<file path="config.mk">
export PLATFORM = sky130hd
export DESIGN_NAME = ptt_top
export DESIGN_NICKNAME = d
export VERILOG_FILES = /design/src/ptt_pkg.sv /design/src/ptt_counter.sv /design/src/ptt_top.sv
export SDC_FILE = /design/constraint.sdc
export NUM_CORES = 1
export LEC_CHECK = 0
export BUFFER_PORTS_ARGS = -buffer_cell sky130_fd_sc_hd__buf_4
export CAP_MARGIN = 25
export CORE_MARGIN = 5
export CORE_UTILIZATION = 50
export CTS_BUF_LIST = sky130_fd_sc_hd__clkbuf_2 sky130_fd_sc_hd__clkbuf_4 sky130_fd_sc_hd__clkbuf_8
export CTS_CLUSTER_SIZE = 24
export DETAILED_ROUTE_END_ITERATION = 7
export HOLD_SLACK_MARGIN = 0.05
export PLACE_DENSITY = 0.71
export SLEW_MARGIN = 20
export SYNTH_ARGS = -nofsm -noshare
export SYNTH_HDL_FRONTEND = slang
export SYNTH_SLANG_ARGS = --single-unit
</file>
<file path="constraint.sdc">
create_clock -name ref_clk -period 2.9 [get_ports ref_clk]
set_input_delay 0.58 -clock ref_clk [delete_from_list [all_inputs] [get_ports ref_clk]]
set_output_delay 0.58 -clock ref_clk [all_outputs]
set_load 0.02 [all_outputs]
</file>
<file path="src/ptt_pkg.sv">
// Package for the periodic tick timer: offsets, fields, reset values, types
package ptt_pkg;
   localparam int unsigned ADDR_W = 8;
   localparam int unsigned CNT_W = 24;
   localparam logic [7:0] OFS_CTRL = 8'h10;
   localparam logic [7:0] OFS_RELOAD = 8'h14;
   localparam logic [7:0] OFS_CURR = 8'h18;
   localparam logic [7:0] OFS_CALIB = 8'h1C;
   localparam logic [7:0] OFS_IRQ_STAT = 8'h20;
   localparam logic [7:0] OFS_IRQ_MASK = 8'h24;
   localparam int unsigned BIT_RUN = 0;
   localparam int unsigned BIT_IRQ_EN = 1;
   localparam int unsigned BIT_RSVD_ONE = 2;
   localparam int unsigned BIT_ZERO_FLAG = 16;
   localparam int unsigned BIT_INEXACT = 30;
   localparam int unsigned BIT_NO_REF = 31;
   localparam logic [23:0] RST_RELOAD = 24'h000000;
   localparam logic [23:0] RST_CURR = 24'h000000;
   localparam logic [23:0] RST_DEFAULT_PERIOD = 24'h000004;
   localparam logic [31:0] RST_CTRL_VALUE = 32'h00000004;
   localparam logic [31:0] RST_CALIB_VALUE = 32'h00000004;

   typedef struct packed {
      logic [ADDR_W-1:0] addr;
      logic [31:0] wdata;
      logic wr;
      logic rd;
   } ptt_req_t;

   typedef struct packed {
      logic run;
      logic irq_enable;
      logic zero_reached_flag;
      logic calib_inexact_flag;
      logic no_ref_clock_flag;
      logic [CNT_W-1:0] reload;
      logic [CNT_W-1:0] default_period_value;
      logic tick_stat;
      logic tick_mask;
   } ptt_regs_t;
endpackage : ptt_pkg

</file>
<file path="src/ptt_counter.sv">
// Down-counter core of the periodic tick timer
`timescale 1ns/1ps
module ptt_counter #(
   parameter int unsigned WIDTH = 24
) (
   input wire logic ref_clk,
   input wire logic rst_b,
   input wire logic run,
   input wire logic clear,
   input wire logic [WIDTH-1:0] reload,
   output logic [WIDTH-1:0] count_q,
   output logic zero_evt_q
);
   typedef struct packed {
      logic [WIDTH-1:0] count;
      logic zero_evt;
   } ptt_cnt_state_t;

   ptt_cnt_state_t st_q;
   ptt_cnt_state_t st_d;

   always_comb
   begin
      st_d = st_q;
      st_d.zero_evt = 1'b0;
      if (clear)
      begin
         st_d.count = '0;
      end
      else if (run)
      begin
         if (st_q.count == '0)
         begin
            st_d.count = reload;
         end
         else
         begin
            st_d.count = st_q.count - 1'b1;
            // Event marks the step onto zero, not a halted zero
            st_d.zero_evt = (st_q.count == {{(WIDTH-1){1'b0}}, 1'b1});
         end
      end
   end

   always_ff @(posedge ref_clk or negedge rst_b)
   begin
      if (!rst_b)
      begin
         st_q <= '0;
      end
      else
      begin
         st_q <= st_d;
      end
   end

   assign count_q = st_q.count;
   assign zero_evt_q = st_q.zero_evt;

   zero_step_a: assert property (@(posedge ref_clk) disable iff (!rst_b)
      (run && !clear && st_q.count == 1) |=> (st_q.count == 0 && st_q.zero_evt))
      else $error("Count did not reach zero with event");
   reload_a: assert property (@(posedge ref_clk) disable iff (!rst_b)
      (run && !clear && st_q.count == 0) |=> (st_q.count == $past(reload)))
      else $error("Reload not taken at zero");
   halt_hold_a: assert property (@(posedge ref_clk) disable iff (!rst_b)
      (!run && !clear) |=> $stable(st_q.count))
      else $error("Counter moved while halted");
   clear_a: assert property (@(posedge ref_clk) disable iff (!rst_b)
      clear |=> (st_q.count == 0 && !st_q.zero_evt))
      else $error("Clear did not zero counter");
endmodule : ptt_counter

</file>
<file path="src/ptt_top.sv">
// Periodic tick timer: register slave, flags and interrupt around the down-counter
//
// The strobed register port was left to the implementer.
`timescale 1ns/1ps
module ptt_top #(
   parameter int unsigned CNT_W = ptt_pkg::CNT_W
) (
   input wire logic ref_clk,
   input wire logic rst_b,
   input wire logic [ptt_pkg::ADDR_W-1:0] reg_addr,
   input wire logic [31:0] reg_wdata,
   input wire logic reg_wr,
   input wire logic reg_rd,
   input wire logic irq_ack,
   output logic [31:0] reg_rdata,
   output logic tick_irq
);
   typedef struct packed {
      ptt_pkg::ptt_regs_t regs;
      logic [31:0] rdata;
      logic irq_pend;
      logic irq_out;
   } ptt_state_t;

   ptt_state_t st_q;
   ptt_state_t st_d;
   ptt_pkg::ptt_req_t req;
   logic [CNT_W-1:0] count;
   logic zero_evt;
   logic cur_clear;
   logic ctrl_rd;

   // One driver for the whole request word; per-field assigns would give the variable several drivers
   assign req = '{addr: reg_addr, wdata: reg_wdata, wr: reg_wr, rd: reg_rd};
   assign cur_clear = req.wr && (req.addr == ptt_pkg::OFS_CURR);
   assign ctrl_rd = req.rd && (req.addr == ptt_pkg::OFS_CTRL);

   ptt_counter #(
      .WIDTH(CNT_W)
   ) u_counter (
      .ref_clk(ref_clk),
      .rst_b(rst_b),
      .run(st_q.regs.run),
      .clear(cur_clear),
      .reload(st_q.regs.reload),
      .count_q(count),
      .zero_evt_q(zero_evt)
   );

   always_comb
   begin
      st_d = st_q;
      st_d.rdata = 32'h00000000;
      // Read mux; reserved bits read as zero apart from the fixed one at bit 2
      if (req.rd)
      begin
         case (req.addr)
            ptt_pkg::OFS_CTRL:
            begin
               st_d.rdata[ptt_pkg::BIT_RUN] = st_q.regs.run;
               st_d.rdata[ptt_pkg::BIT_IRQ_EN] = st_q.regs.irq_enable;
               st_d.rdata[ptt_pkg::BIT_RSVD_ONE] = 1'b1;
               st_d.rdata[ptt_pkg::BIT_ZERO_FLAG] = st_q.regs.zero_reached_flag;
            end
            ptt_pkg::OFS_RELOAD: st_d.rdata[CNT_W-1:0] = st_q.regs.reload;
            ptt_pkg::OFS_CURR: st_d.rdata[CNT_W-1:0] = count;
            ptt_pkg::OFS_CALIB:
            begin
               st_d.rdata[CNT_W-1:0] = st_q.regs.default_period_value;
               st_d.rdata[ptt_pkg::BIT_INEXACT] = st_q.regs.calib_inexact_flag;
               st_d.rdata[ptt_pkg::BIT_NO_REF] = st_q.regs.no_ref_clock_flag;
            end
            ptt_pkg::OFS_IRQ_STAT: st_d.rdata[0] = st_q.regs.tick_stat;
            ptt_pkg::OFS_IRQ_MASK: st_d.rdata[0] = st_q.regs.tick_mask;
            default: st_d.rdata = 32'h00000000;
         endcase
      end
      if (req.wr)
      begin
         case (req.addr)
            ptt_pkg::OFS_CTRL:
            begin
               st_d.regs.run = req.wdata[ptt_pkg::BIT_RUN];
               st_d.regs.irq_enable = req.wdata[ptt_pkg::BIT_IRQ_EN];
            end
            ptt_pkg::OFS_RELOAD: st_d.regs.reload = req.wdata[CNT_W-1:0];
            ptt_pkg::OFS_CALIB:
            begin
               st_d.regs.default_period_value = req.wdata[CNT_W-1:0];
               st_d.regs.calib_inexact_flag = req.wdata[ptt_pkg::BIT_INEXACT];
               st_d.regs.no_ref_clock_flag = req.wdata[ptt_pkg::BIT_NO_REF];
            end
            ptt_pkg::OFS_IRQ_STAT:
            begin
               if (req.wdata[0])
               begin
                  st_d.regs.tick_stat = 1'b0;
               end
            end
            ptt_pkg::OFS_IRQ_MASK: st_d.regs.tick_mask = req.wdata[0];
            default: st_d.regs = st_d.regs;
         endcase
      end
      // Clears first, so an event in the same cycle still wins
      if (ctrl_rd || cur_clear)
      begin
         st_d.regs.zero_reached_flag = 1'b0;
      end
      if (irq_ack)
      begin
         st_d.irq_pend = 1'b0;
      end
      if (zero_evt)
      begin
         st_d.regs.zero_reached_flag = 1'b1;
         st_d.regs.tick_stat = 1'b1;
         // Request only with both enables; held until the core accepts it
         if (st_q.regs.run && st_q.regs.irq_enable)
         begin
            st_d.irq_pend = 1'b1;
         end
      end
      // Gate by the interrupt enable so clearing it withdraws a pending request
      st_d.irq_out = (st_d.irq_pend && st_d.regs.irq_enable && st_d.regs.run)
         || (st_d.regs.tick_stat && st_d.regs.tick_mask);
   end

   always_ff @(posedge ref_clk or negedge rst_b)
   begin
      if (!rst_b)
      begin
         st_q.regs.run <= 1'b0;
         st_q.regs.irq_enable <= 1'b0;
         st_q.regs.zero_reached_flag <= 1'b0;
         st_q.regs.calib_inexact_flag <= 1'b0;
         st_q.regs.no_ref_clock_flag <= 1'b0;
         st_q.regs.reload <= ptt_pkg::RST_RELOAD;
         st_q.regs.default_period_value <= ptt_pkg::RST_DEFAULT_PERIOD;
         st_q.regs.tick_stat <= 1'b0;
         st_q.regs.tick_mask <= 1'b0;
         st_q.rdata <= 32'h00000000;
         st_q.irq_pend <= 1'b0;
         st_q.irq_out <= 1'b0;
      end
      else
      begin
         st_q <= st_d;
      end
   end

   assign reg_rdata = st_q.rdata;
   assign tick_irq = st_q.irq_out;

   flag_set_a: assert property (@(posedge ref_clk) disable iff (!rst_b)
      zero_evt |=> st_q.regs.zero_reached_flag)
      else $error("Zero flag not set on zero event");
   flag_rd_clr_a: assert property (@(posedge ref_clk) disable iff (!rst_b)
      (ctrl_rd && !zero_evt) |=> !st_q.regs.zero_reached_flag)
      else $error("Control read did not clear flag");
   flag_rd_val_a: assert property (@(posedge ref_clk) disable iff (!rst_b)
      ctrl_rd |=> (reg_rdata[16] == $past(st_q.regs.zero_reached_flag) && reg_rdata[2]))
      else $error("Control read data wrong");
   cur_read_a: assert property (@(posedge ref_clk) disable iff (!rst_b)
      (reg_rd && reg_addr == 8'h18) |=> (reg_rdata[23:0] == $past(count)))
      else $error("Current read not live count");
   cur_clr_flag_a: assert property (@(posedge ref_clk) disable iff (!rst_b)
      (cur_clear && !zero_evt) |=> (!st_q.regs.zero_reached_flag && count == 0))
      else $error("Current write did not clear");
   calib_wr_a: assert property (@(posedge ref_clk) disable iff (!rst_b)
      (reg_wr && reg_addr == 8'h1C) |=> (st_q.regs.default_period_value == $past(reg_wdata[23:0])))
      else $error("Calibration write lost");
   // A control write in the event cycle may withdraw the request, so it is left out here
   irq_gate_a: assert property (@(posedge ref_clk) disable iff (!rst_b)
      (zero_evt && st_q.regs.run && st_q.regs.irq_enable && !(reg_wr && reg_addr == ptt_pkg::OFS_CTRL))
         |=> tick_irq)
      else $error("Enabled zero gave no interrupt");
   irq_no_en_a: assert property (@(posedge ref_clk) disable iff (!rst_b)
      (!st_q.regs.irq_enable && !st_q.regs.tick_mask && !reg_wr) |=> !tick_irq)
      else $error("Interrupt without enable");
   ctrl_wr_a: assert property (@(posedge ref_clk) disable iff (!rst_b)
      (reg_wr && reg_addr == ptt_pkg::OFS_CTRL) |=> (st_q.regs.run == $past(reg_wdata[0])
         && st_q.regs.irq_enable == $past(reg_wdata[1])))
      else $error("Control write not taken");
   reload_wr_a: assert property (@(posedge ref_clk) disable iff (!rst_b)
      (reg_wr && reg_addr == ptt_pkg::OFS_RELOAD) |=> (st_q.regs.reload == $past(reg_wdata[23:0])))
      else $error("Reload write lost");
   ev_needs_run_a: assert property (@(posedge ref_clk) disable iff (!rst_b)
      zero_evt |-> $past(st_q.regs.run))
      else $error("Zero event while halted");
   pend_hold_a: assert property (@(posedge ref_clk) disable iff (!rst_b)
      (st_q.irq_pend && !irq_ack) |=> st_q.irq_pend)
      else $error("Pending request lost without accept");
   pend_ack_a: assert property (@(posedge ref_clk) disable iff (!rst_b)
      (irq_ack && !zero_evt) |=> !st_q.irq_pend)
      else $error("Accept did not drop request");
   stat_set_a: assert property (@(posedge ref_clk) disable iff (!rst_b)
      zero_evt |=> st_q.regs.tick_stat)
      else $error("Status not set on zero event");
   stat_clr_a: assert property (@(posedge ref_clk) disable iff (!rst_b)
      (reg_wr && reg_addr == ptt_pkg::OFS_IRQ_STAT && reg_wdata[0] && !zero_evt) |=> !st_q.regs.tick_stat)
      else $error("Status write one did not clear");
   irq_mask_a: assert property (@(posedge ref_clk) disable iff (!rst_b)
      (st_q.regs.tick_stat && st_q.regs.tick_mask && !reg_wr) |=> tick_irq)
      else $error("Unmasked status gave no interrupt");
   rdata_idle_a: assert property (@(posedge ref_clk) disable iff (!rst_b)
      !reg_rd |=> (reg_rdata == 32'h00000000))
      else $error("Read data not zero when idle");
endmodule : ptt_top

</file>
# ---- After elaboration in Yosys (flattened, before gate mapping)
# Cells that the tools add are included.
dict set report totals {
  regBits 114
  latchBits 0
  ramBits 0
  rom_bits 0
  inputBits 45
  n_memories 0
}
dict set report op_classes {
  n_addsub 1
  multipliers 0
  div_mod_pow 0
  magnitude_cmp 0
  n_eq_ne 7
  shifts 0
  mux 26
  n_bitwise 0
  n_reduce_logical 13
}
# cell count
set ops {}
lappend ops {{24-bit 2-to-1 mux} 4}
lappend ops {{55-bit 2-to-1 mux} 1}
lappend ops {{13-bit case mux with 3 select lines} 1}
lappend ops {{8-bit by 5-bit == test with 1-bit output (second input constant)} 4}
lappend ops {{32-bit 2-to-1 mux} 1}
lappend ops {{25-bit 2-to-1 mux} 1}
lappend ops {{24-bit by 1-bit == test with 1-bit output (second input constant)} 1}
lappend ops {{24-bit zero test} 1}
lappend ops {{24-bit by 1-bit subtractor with 24-bit output (second input constant)} 1}
lappend ops {{7-bit case mux with 3 select lines} 1}
lappend ops {{8-bit by 6-bit == test with 1-bit output (second input constant)} 2}
lappend ops {{1-bit 2-to-1 mux} 11}
lappend ops {{2-bit case mux with 4 select lines} 1}
lappend ops {{1-bit logical AND} 6}
lappend ops {{2-bit 2-to-1 mux} 3}
lappend ops {{1-bit case mux with 6 select lines} 1}
lappend ops {{1-bit case mux with 4 select lines} 1}
lappend ops {{2-bit AND reduction} 2}
lappend ops {{2-bit nonzero test} 2}
lappend ops {{1-bit logical OR} 2}

# ---- Depth between registers and ports, before layout
# Gate-level depths: netlist (run 1).
dict set report logic_depth {
  depth_word 6
  mapped_depth 9
  mapped_depth_nobuf 7
}

# ---- Cells and area by module
# A second synthesis (run 1) with hierarchy kept.
dict set report hier_totals {
  hier_cells 504
  area_unflattened_um2 5582.9
}
# mod instances cells_each area_each_um2
set by_module_without_submodules {}
lappend by_module_without_submodules {ptt_top 1 294 3819.9}
lappend by_module_without_submodules {ptt_counter 1 210 1762.9}

# ---- Least setup slack after synthesis (run 1)
# No wires, ideal clock.
dict set report synth_path {
  kind {register to register}
  start {register u_counter.st_q, in the netlist u_counter.count_q[0]}
  end {register u_counter.st_q, in the netlist u_counter.count_q[10]}
  t_arrival_ns 2.219
  t_required_ns 2.777
  path_slack_ns 0.558
  path_stages_with_launch 10
  path_cell_list {dfrtp_1 -> inv_1 -> ha_1 -> or4b_2 -> nor4_1 -> and2_1 -> buf_4 -> buf_6 -> nand2_1 -> o221a_1}
}
dict set report synth_via {
  elab_chain_cells 4
  word_cells_on_any_way 5
  cone_classes {1 x add/sub; 3 x mux; 1 x reduce/logical}
}
# element line
set synth_rtl {}
lappend synth_rtl {{from (decl)} ptt_counter.sv:19} ;# ptt_cnt_state_t st_q;
lappend synth_rtl {{from (signal assigned)} ptt_counter.sv:53} ;# st_q <= st_d;
lappend synth_rtl {{24-bit by 1-bit subtractor with 24-bit output or 24-bit zero test (tied branches)} {ptt_counter.sv:38, ptt_counter.sv:32}}
lappend synth_rtl {{24-bit 2-to-1 mux (*)} ptt_counter.sv:32} ;# if (st_q.count == '0)
lappend synth_rtl {{25-bit 2-to-1 mux (*)} ptt_counter.sv:30} ;# else if (run)
lappend synth_rtl {{24-bit 2-to-1 mux (*)} ptt_counter.sv:26} ;# if (clear)
# Every way passes the cells marked *; elsewhere a longest branch is shown, timed or not. The select of a mux whose other input is x is not followed.
# A chain may end at the register's enable or synchronous reset.

# ---- Worst setup path in the final report (run 1)
dict set report layout_path {
  start {register u_counter.st_q, in the netlist u_counter.count_q[1]}
  end {register u_counter.st_q, in the netlist u_counter.count_q[5]}
}
# Same word-level chain as after synthesis.

==> results.json, run 1 <==
{
  "outcome": "finished, final reports clean",
  "muxShareOfSynthArea": 0.121,
  "power_switching_mw": 0.851,
  "maxCapViolCount": 0,
  "synthXorXnorAreaFrac": 0,
  "grt_pass1_wl_um": 20000,
  "comb_power_share": 0.144,
  "clk_pin_slew_ns": 0.09,
  "synth_top_area_frac": 0.508,
  "netlist_instances": 471,
  "fin_crit_sh": 0.908,
  "slew_viol_final": 0,
  "area_delta_synth_final_pct": 12.5,
  "cts_root_buf": "clkbuf_8",
  "drc": 0,
  "cts_tree": "done",
  "hold_class": "primary input to asynchronous set/reset pin",
  "power_frac_seq": 0.544,
  "fin_tns_setup_ns": 0,
  "wl_per_cell_um": 18.5,
  "post_cts_buffers": 0,
  "async_reset_ff_frac": 1.00,
  "io_buffers": 65,
  "vias": 3963,
  "cp_data_arrival_time_ns": 2.89,
  "die_h_um": 113,
  "yosysWarnings": 0,
  "vias_per_cell": 6.14,
  "cts_sinks": 108,
  "rows": 37,
  "drt_first_iter_violations": 416,
  "dp_slack_ns": 0.304,
  "die_area_um2": 12700,
  "top_layer": "met4",
  "hold_viol_final": 0,
  "synth_common_cells": "107 x dfrtp_1, 53 x mux2_2, 37 x nor2_1, 35 x buf_4",
  "worst_setup_path_end_kind": "flop",
  "place_hpwl_um": 8310,
  "hold_buffers": 0,
  "p_int_mw": 2.33,
  "first_pass_iters": 8,
  "totalWireLength_um": 11900,
  "synthSimpleGateAreaFrac": 0.120,
  "cts-buffers-inserted": 9,
  "synth_cell_types": 59,
  "ios": 78,
  "synth_compound_area_frac": 0.157,
  "fillers": 871,
  "worst_pin_slew_ns": 0.772,
  "synth_seq_area_share": 0.513,
  "cts_resized": 0,
  "synth_seq_cells": 108,
  "met2WireLength_um": 5730,
  "cp.required_ns": 3.15,
  "crit_start": "u_counter.count_q[1]$_DFFE_PN0P_",
  "grt_overflow_total": 0,
  "diodes": 0,
  "finClkSkew_ns": 0.00935,
  "clkLatencyLatePin_ns": 0.37,
  "synth_area_um2": 5280,
  "worst_slack_ns": 0.266,
  "met3_length_um": 878,
  "avgSynthCellArea_um2": 11.2,
  "p_clk_frac": 0.313,
  "p_per_area_nw_per_um2": 536,
  "initial_core_util": 0.511,
  "first_global_vias": 3929,
  "ant_nets": 0,
  "grt_antenna_before_repair": 0,
  "nets": 555,
  "synth_top_flop_cell": "dfrtp_1",
  "core_area_um2": 10300,
  "synthMostInstantiatedCell": "dfrtp_1",
  "path_class": "flop to flop",
  "gp_congestion": 0.896,
  "ctsLongestPathBuffers": 2,
  "cts.htree.levels": 3,
  "layout-drive-gt1-share": 0.328,
  "track_usage": 0.192,
  "timing.final.crit_period_ns": 2.63,
  "synthAdderAreaFrac": 0.00712,
  "relSlewSlack": 0.486,
  "worstSetupStartpointType": "flop",
  "p_sw_frac": 0.268,
  "p_leak_nw": 2.74,
  "m1WireLength_um": 5150,
  "worst_hold_slack_ns": 0.275,
  "grt_max_degree": 60,
  "setup_viol_count_final": 0,
  "worstPathMaxFanout": 17,
  "r2r-start": "u_counter.count_q[1]$_DFFE_PN0P_",
  "rsz0062_at_grt": "no",
  "synth_top_family_by_area": "compound AO/OA/AOI/OAI gates",
  "die_w_um": 113,
  "synth_top_cell_by_area": "dfrtp_1",
  "peakVddDrop_v": 0.000256,
  "synth_area_leaders": "dfrtp_1 51%, mux2_2 11%, buf_4 5.0%",
  "synth_edf_count": 0,
  "fmax_mhz": 380
}
layer usage:
layer	global-route usage	up-vias
met1	0.266	1968
met2	0.310	186
met3	0.0316	17
li1	-	1792
met5	0	-
met4	0.0665	0
registers in the layout (all words and copies together), names as in the netlist:
signal,flops
st_q,56
reg_rdata,26
u_counter.count_q,24
tick_irq,1
u_counter.zero_evt_q,1
critical path, stage by stage (launching register included):
cell and delay, ns:
dfrtp_1 0.45, inv_1 0.14, ha_1 0.18, or4b_2 0.63
nor4_2 0.29, and2_1 0.20, buf_4 0.22, o21ai_0 0.12
a32o_1 0.28
final timing paths:
| kind | end | slack (ns) | cells after the start |
|---|---|---|---|
| max in group asynchronous | st_q[78]$_DFFE_PN0P_ | 1.88 | 2 |
| min in group ref_clk | st_q[1]$_DFF_PN0_ | 0.42 | 2 |
| min | tick_irq$_DFF_PN0_ | 0.27 | 1 |
| min reg2reg | st_q[54]$_DFFE_PN0P_ | 0.51 | 1 |
| max | u_counter.count_q[5]$_DFFE_PN0P_ | 0.27 | 8 |
| max reg2reg | u_counter.count_q[5]$_DFFE_PN0P_ | 0.27 | 8 |
logic make-up (layout without fill, tap and decap cells):
logic type,Yosys count,after routing
fa+ha+maj,3,3
other cells,1,6
mux,57,57
buf+inv,72,105
flops,108,108
compound gates,110,110
simple gates,120,120
cells in the final DEF (no fill, tap or decap), drive strengths merged, types with 4 or more instances in the layout:
| cell | n |
|---|---|
| or3 | 4 |
| dfrtp | 107 |
| clkbuf | 11 |
| o21ai | 19 |
| a21oi | 18 |
| a22oi | 7 |
| o41ai | 4 |
| or2 | 4 |
| a31oi | 5 |
| buf | 86 |
| and2 | 5 |
| nor4b | 5 |
| inv | 6 |
| nor4 | 8 |
| or4 | 5 |
| o31ai | 4 |
| mux2 | 54 |
| nand2 | 21 |
| conb | 6 |
| a222oi | 20 |
| nor2 | 37 |
| nand3 | 15 |
| a32o | 7 |
| nor3 | 7 |
area by class of cell:
| class | instances | area [um2] | share of cell area |
|---|---|---|---|
| Sequential cell | 108 | 2700 | 0.456 |
| Clock inverter | 2 | 60.1 | 0.0101 |
| Tap cell | 136 | 170 | 0.0287 |
| Multi-Input combinational cell | 296 | 2170 | 0.365 |
| Clock buffer | 11 | 151 | 0.0255 |
| Inverter | 6 | 22.5 | 0.00380 |
| Timing Repair Buffer | 86 | 658 | 0.111 |
power by group through the flow:
| stage | clock network [mW] | logic, mW | registers (mW) |
|---|---|---|---|
| floorplan | 0 | 0.328 | 1.69 |
| global placement | 0 | 0.434 | 1.74 |
| detailed placement | 0 | 0.449 | 1.75 |
| CTS | 1.01 | 0.455 | 1.72 |
| global route | 1.08 | 0.512 | 1.74 |
| finish | 0.993 | 0.457 | 1.73 |
metrics by stage:
stage,utilization,cells,instance area [um2],power (mW)
final,0.575,645,5930,3.18
after CTS,0.575,645,5930,3.19
after detailed placement,0.554,632,5720,2.20
after floorplan,-,476,5290,2.02
after global placement,0.554,632,5720,2.18
after global routing,0.575,645,5930,3.33
Note: power is estimated with default switching activity, not from simulation.
==> inputs of run 2 (changes only) <==
- RECOVER_POWER: unset -> 50
==> run 2 against run 1 <==
  * Sequential share of layout area increased by 0.49 points
  * Global-route usage unchanged
  * Via count decreased by 0.86%
  * First-iteration DRC count down 4.6%
  * Clock power barely moved
  * Routed wire length is essentially flat
  * Flip-flop and latch count did not move
  * Die area unchanged
  * Power fell by 0.32%
  * Worst setup slack worse by 0.027 ns
  * Hold slack better by 0.15 ns
  * Cell area down 1.1%
  * Highest routed layer unchanged
==> results.json, run 2 (synthesis results as in run 1) <==
{
  "nets": 555,
  "worst_pin_slew_ns": 1.49,
  "die_area_um2": 12700,
  "max_flop_register": "st_q",
  "clk_pin_slew_ns": 0.09,
  "layout-drive-gt1-share": 0.305,
  "track_usage": 0.192,
  "dpl.cell_count": 632,
  "ant_nets": 0,
  "initial_core_util": 0.511,
  "gp_congestion": 0.896,
  "power_frac_seq": 0.545,
  "rsz0062_at_grt": "no",
  "relSlewSlack": 0.00735,
  "drc": 0,
  "slew_viol_final": 0,
  "vias_per_cell": 6.09,
  "p_clk_frac": 0.313,
  "final_common_cell": "dfrtp_1",
  "timing.final.crit_period_ns": 2.66,
  "grt_max_degree": 60,
  "cts_tree": "done",
  "final_cells": 645,
  "hold_start": "irq_ack",
  "vias": 3929,
  "die_h_um": 113,
  "place_hpwl_um": 8310,
  "fin_crit_sh": 0.918,
  "cp_top_family": "simple AND/OR/NAND/NOR gates",
  "peakVddDrop_v": 0.000255,
  "p_sw_frac": 0.267,
  "first_global_vias": 3929,
  "cp_data_arrival_time_ns": 2.92,
  "power_switching_mw": 0.846,
  "fin_tns_setup_ns": 0,
  "wl_per_cell_um": 18.5,
  "first_pass_iters": 6,
  "post_cts_buffers": 0,
  "hold_depth": 2,
  "area_delta_synth_final_pct": 11.3,
  "fmax_mhz": 376,
  "p_int_mw": 2.32,
  "worstSetupStartpointType": "flop",
  "cts-buffers-inserted": 9,
  "cts_root_buf": "clkbuf_8",
  "hold_class": "primary input to flop",
  "clkLatencyLatePin_ns": 0.37,
  "crit_chain": "inv_1 > ha_1 > or4b_2 > nor4_2 > and2_1 > buf_4 > o21ai_0 > a32o_1",
  "finClkSkew_ns": 0.00862,
  "drt_first_iter_violations": 397,
  "p_leak_nw": 2.68,
  "cts_resized": 0,
  "cts.htree.levels": 3,
  "grt_antenna_before_repair": 0,
  "core_area_um2": 10300,
  "diodes": 0,
  "totalWireLength_um": 11900,
  "comb_power_share": 0.142,
  "rows": 37,
  "ios": 78,
  "cts_sinks": 108,
  "grt_overflow_total": 0,
  "io_buffers": 65,
  "path_class": "flop to flop",
  "cpMaxStageDelayCell": "or4b_2",
  "hold_viol_final": 0,
  "worstPathMaxFanout": 17,
  "p_per_area_nw_per_um2": 540,
  "hold_path_end": "st_q[1]$_DFF_PN0_",
  "grt_pass1_wl_um": 20000,
  "maxCapViolCount": 0,
  "setup_viol_count_final": 0,
  "ctsLongestPathBuffers": 2,
  "cp_num_buf_inv": 2,
  "cp_slowest_stage_delay_ns": 0.63,
  "crit_start": "u_counter.count_q[1]$_DFFE_PN0P_",
  "cp.required_ns": 3.15,
  "regToRegEndpoint": "u_counter.count_q[5]$_DFFE_PN0P_",
  "rr_worst_depth": 8,
  "final_cell_mix": "107 x dfrtp_1, 72 x buf_4, 53 x mux2_2, 37 x nor2_1",
  "outcome": "finished, final reports clean",
  "die_w_um": 113,
  "worst_setup_path_end_kind": "flop",
  "r2r_slack_ns": 0.24,
  "hold_buffers": 0,
  "worst_slack_ns": 0.239,
  "r2r-start": "u_counter.count_q[1]$_DFFE_PN0P_",
  "dp_slack_ns": 0.304,
  "largest_reg_flops": 56
}
[run 2: worst reg2reg max path: stages (launching register included)]
cell and delay (ns):
dfrtp_1 0.45, inv_1 0.13, ha_1 0.17, or4b_2 0.63, nor4_2 0.32, and2_1 0.21
buf_4 0.23, o21ai_0 0.13, a32o_1 0.28
[run 2: power by group through the flow]
stage / registers [mW] / logic [mW] / clock network, mW
detailed placement: 1.75 / 0.449 / 0
floorplan: 1.69 / 0.328 / 0
global placement: 1.74 / 0.434 / 0
finish: 1.73 / 0.450 / 0.991
global route: 1.74 / 0.507 / 1.08
CTS: 1.72 / 0.455 / 1.01
[run 2: stage by stage]
step,total power [mW],utilization,hold slack (ns),cell area (um2)
after floorplan,2.02,-,0.284,5290
after global placement,2.18,0.554,0.485,5720
after CTS,3.19,0.575,0.306,5930
after global routing,3.33,0.569,0.414,5870
final,3.17,0.569,0.422,5870
after detailed placement,2.20,0.554,0.494,5720
[run 2: worst max-delay path by stage]
| stage | end | slack, ns | depth (start not counted) |
|---|---|---|---|
| 2_1_floorplan | u_counter.count_q[10]$_DFFE_PN0P_ | 0.56 | 9 |
| 3_3_place_gp | u_counter.count_q[13]$_DFFE_PN0P_ | 0.36 | 7 |
| 3_5_place_dp | u_counter.count_q[5]$_DFFE_PN0P_ | 0.30 | 8 |
| 4_1_cts | u_counter.count_q[5]$_DFFE_PN0P_ | 0.27 | 8 |
| 5_1_grt | u_counter.count_q[5]$_DFFE_PN0P_ | 0.09 | 8 |
| 6_report | u_counter.count_q[5]$_DFFE_PN0P_ | 0.24 | 8 |
[run 2: layout make-up]
| class | instances | area [um2] |
|---|---|---|
| clock inverter | 2 | 60.1 |
| clock buffer | 11 | 151 |
| multi-input combinational | 296 | 2170 |
| timing repair buffer | 86 | 596 |
| tap | 136 | 170 |
| inverter | 6 | 22.5 |
| sequential | 108 | 2700 |
| fill | 887 | 4450 |
[run 2: layer usage]
metal,routed length [um],track usage
met4,159,0.0665
met2,5690,0.310
met1,5170,0.266
met3,899,0.0316
met5,0,0
==> inputs of run 3 (changes only) <==
- CORE_ASPECT_RATIO: unset -> 1.5
==> run 3 against run 2 <==
  * Routed wire length grew 8.5%
  * Clock skew grew 0.00098 ns
  * Power is essentially flat
  * First-iteration DRC count shrank 13%
  * Combinational power grew 5.3%
  * Clock power shrank 0.9%
  * Hold slack gained 0.013 ns
  * Global-route usage grew 2.2 points
  * Non-clock buffer count grew 1
  * Count of clock-buffer cells in the layout shrank 1
  * Largest power group unchanged
==> results.json, run 3 (synthesis results as in run 1) <==
{
  "rr_worst_depth": 8,
  "crit_start": "u_counter.count_q[1]$_DFFE_PN0P_",
  "cts.htree.levels": 3,
  "p_total_mw": 3.17,
  "track_usage": 0.215,
  "max_flop_register": "st_q",
  "place_hpwl_um": 8840,
  "fillers": 938,
  "totalWireLength_um": 12900,
  "cts_sinks": 108,
  "grt_overflow_total": 0,
  "dpl.cell_count": 641,
  "cts_resized": 0,
  "p_per_area_nw_per_um2": 539,
  "cts_tree": "done",
  "final_cell_mix": "107 x dfrtp_1, 72 x buf_4, 53 x mux2_2, 37 x nor2_1",
  "relSlewSlack": 0.0833,
  "drt_first_iter_violations": 346,
  "r2r_slack_ns": 0.27,
  "maxCapViolCount": 0,
  "rsz0062_at_grt": "no",
  "p_leak_nw": 2.68,
  "first_pass_iters": 5,
  "worst_setup_path_end_kind": "flop",
  "io_buffers": 65,
  "worstPathMaxFanout": 12,
  "first_global_vias": 4229,
  "initial_core_util": 0.504,
  "clk_pin_slew_ns": 0.10,
  "setup_viol_count_final": 0,
  "grt_antenna_before_repair": 0,
  "clkLatencyLatePin_ns": 0.37,
  "seqCellArea_um2": 2700,
  "final_common_cell": "dfrtp_1",
  "r2r-start": "u_counter.count_q[1]$_DFFE_PN0P_",
  "nets": 556,
  "worst_pin_slew_ns": 1.37,
  "vias_per_cell": 6.09,
  "timing.final.crit_period_ns": 2.63,
  "cp.required_ns": 3.17,
  "finClkSkew_ns": 0.00960,
  "fin_crit_sh": 0.906,
  "hold_viol_final": 0,
  "outcome": "finished, final reports clean",
  "grt_pass1_wl_um": 21300,
  "crit_end": "u_counter.count_q[10]$_DFFE_PN0P_",
  "die_w_um": 93.9,
  "ios": 78,
  "largest_reg_flops": 56,
  "regToRegEndpoint": "u_counter.count_q[10]$_DFFE_PN0P_",
  "fin_tns_setup_ns": 0,
  "wl_per_cell_um": 19.7,
  "vias": 3994,
  "die_area_um2": 12700,
  "path_class": "flop to flop",
  "die_h_um": 136,
  "diodes": 0,
  "worstSetupStartpointType": "flop",
  "grt_max_degree": 55,
  "worst_hold_slack_ns": 0.435,
  "ctsLongestPathBuffers": 2,
  "layout-drive-gt1-share": 0.307,
  "final_cells": 656,
  "gp_congestion": 0.903,
  "hold_class": "primary input to flop",
  "area_delta_synth_final_pct": 11.5,
  "cp_data_arrival_time_ns": 2.90,
  "cts-buffers-inserted": 9,
  "cts_root_buf": "clkbuf_8",
  "rows": 46,
  "drc": 0,
  "multi_input_area_um2": 2170,
  "fmax_mhz": 381,
  "peakVddDrop_v": 0.000261,
  "hold_buffers": 0,
  "core_area_um2": 10500,
  "post_cts_buffers": 0,
  "slew_viol_final": 0,
  "ant_nets": 0
}
-- run 3: cell count changes in the layout (fill, tap and decap cells not counted) --
cell        delta
clkinvlp_4     +1
clkbuf_8       -2
clkinv_2       +2
clkbuf_4       +1
clkbuf_1       +1
-- run 3: how the worst min path moves through the flow --
stage | slack, ns | end | from | cells past startpoint
floorplan | 0.28 | reg_rdata[0]$_DFF_PN0_ | rst_b | 0
global placement | 0.48 | reg_rdata[30]$_DFF_PN0_ | st_q[85]$_DFFE_PN0P_ | 1
detailed placement | 0.49 | reg_rdata[30]$_DFF_PN0_ | st_q[85]$_DFFE_PN0P_ | 1
CTS | 0.27 | reg_rdata[21]$_DFF_PN0_ | rst_b | 1
global route | 0.42 | st_q[48]$_DFFE_PN0P_ | reg_wdata[12] | 2
finish | 0.43 | st_q[85]$_DFFE_PN0P_ | reg_wdata[30] | 2
-- run 3: worst max-delay path: stages, from the launching register on --
cell and delay, ns:
dfrtp_1 0.44, inv_1 0.12, ha_1 0.17, or4b_2 0.61
nor4_2 0.31, and2_1 0.21, buf_4 0.19, nand2_1 0.13
o221a_1 0.34
-- run 3: area by class of cell --
| cell class | count | share of cell area |
|---|---|---|
| clock buffers | 10 | 0.0223 |
| clock inverters | 5 | 0.0132 |
| inverters | 6 | 0.00383 |
| multi-input cells | 296 | 0.368 |
| flip-flops and latches | 108 | 0.460 |
| well taps | 144 | 0.0306 |
| repair buffers | 87 | 0.102 |
-- run 3: metal layers --
metal	wire length [um]	global-route usage	vias to the layer above
li1	-	-	1804
met1	4870	0.243	2031
met2	7100	0.385	131
met3	589	0.0411	28
met4	369	0.0980	0
met5	0	0	-
-- run 3: per-stage QoR --
stage	cell area [um2]	setup WS, ns	util
5_1_grt	5880	0.0860	0.562
4_1_cts	5950	0.326	0.568
6_report	5880	0.273	0.562
3_3_place_gp	5740	0.380	0.548
3_5_place_dp	5740	0.355	0.548
2_1_floorplan	5290	0.558	-
-- run 3: power breakdown --
part           switching, mW  leakage, nW  internal (mW)  total, mW
registers              0.117         1.46           1.60       1.71
clock network          0.493        0.106          0.489      0.982
logic                  0.260         1.11          0.214      0.474
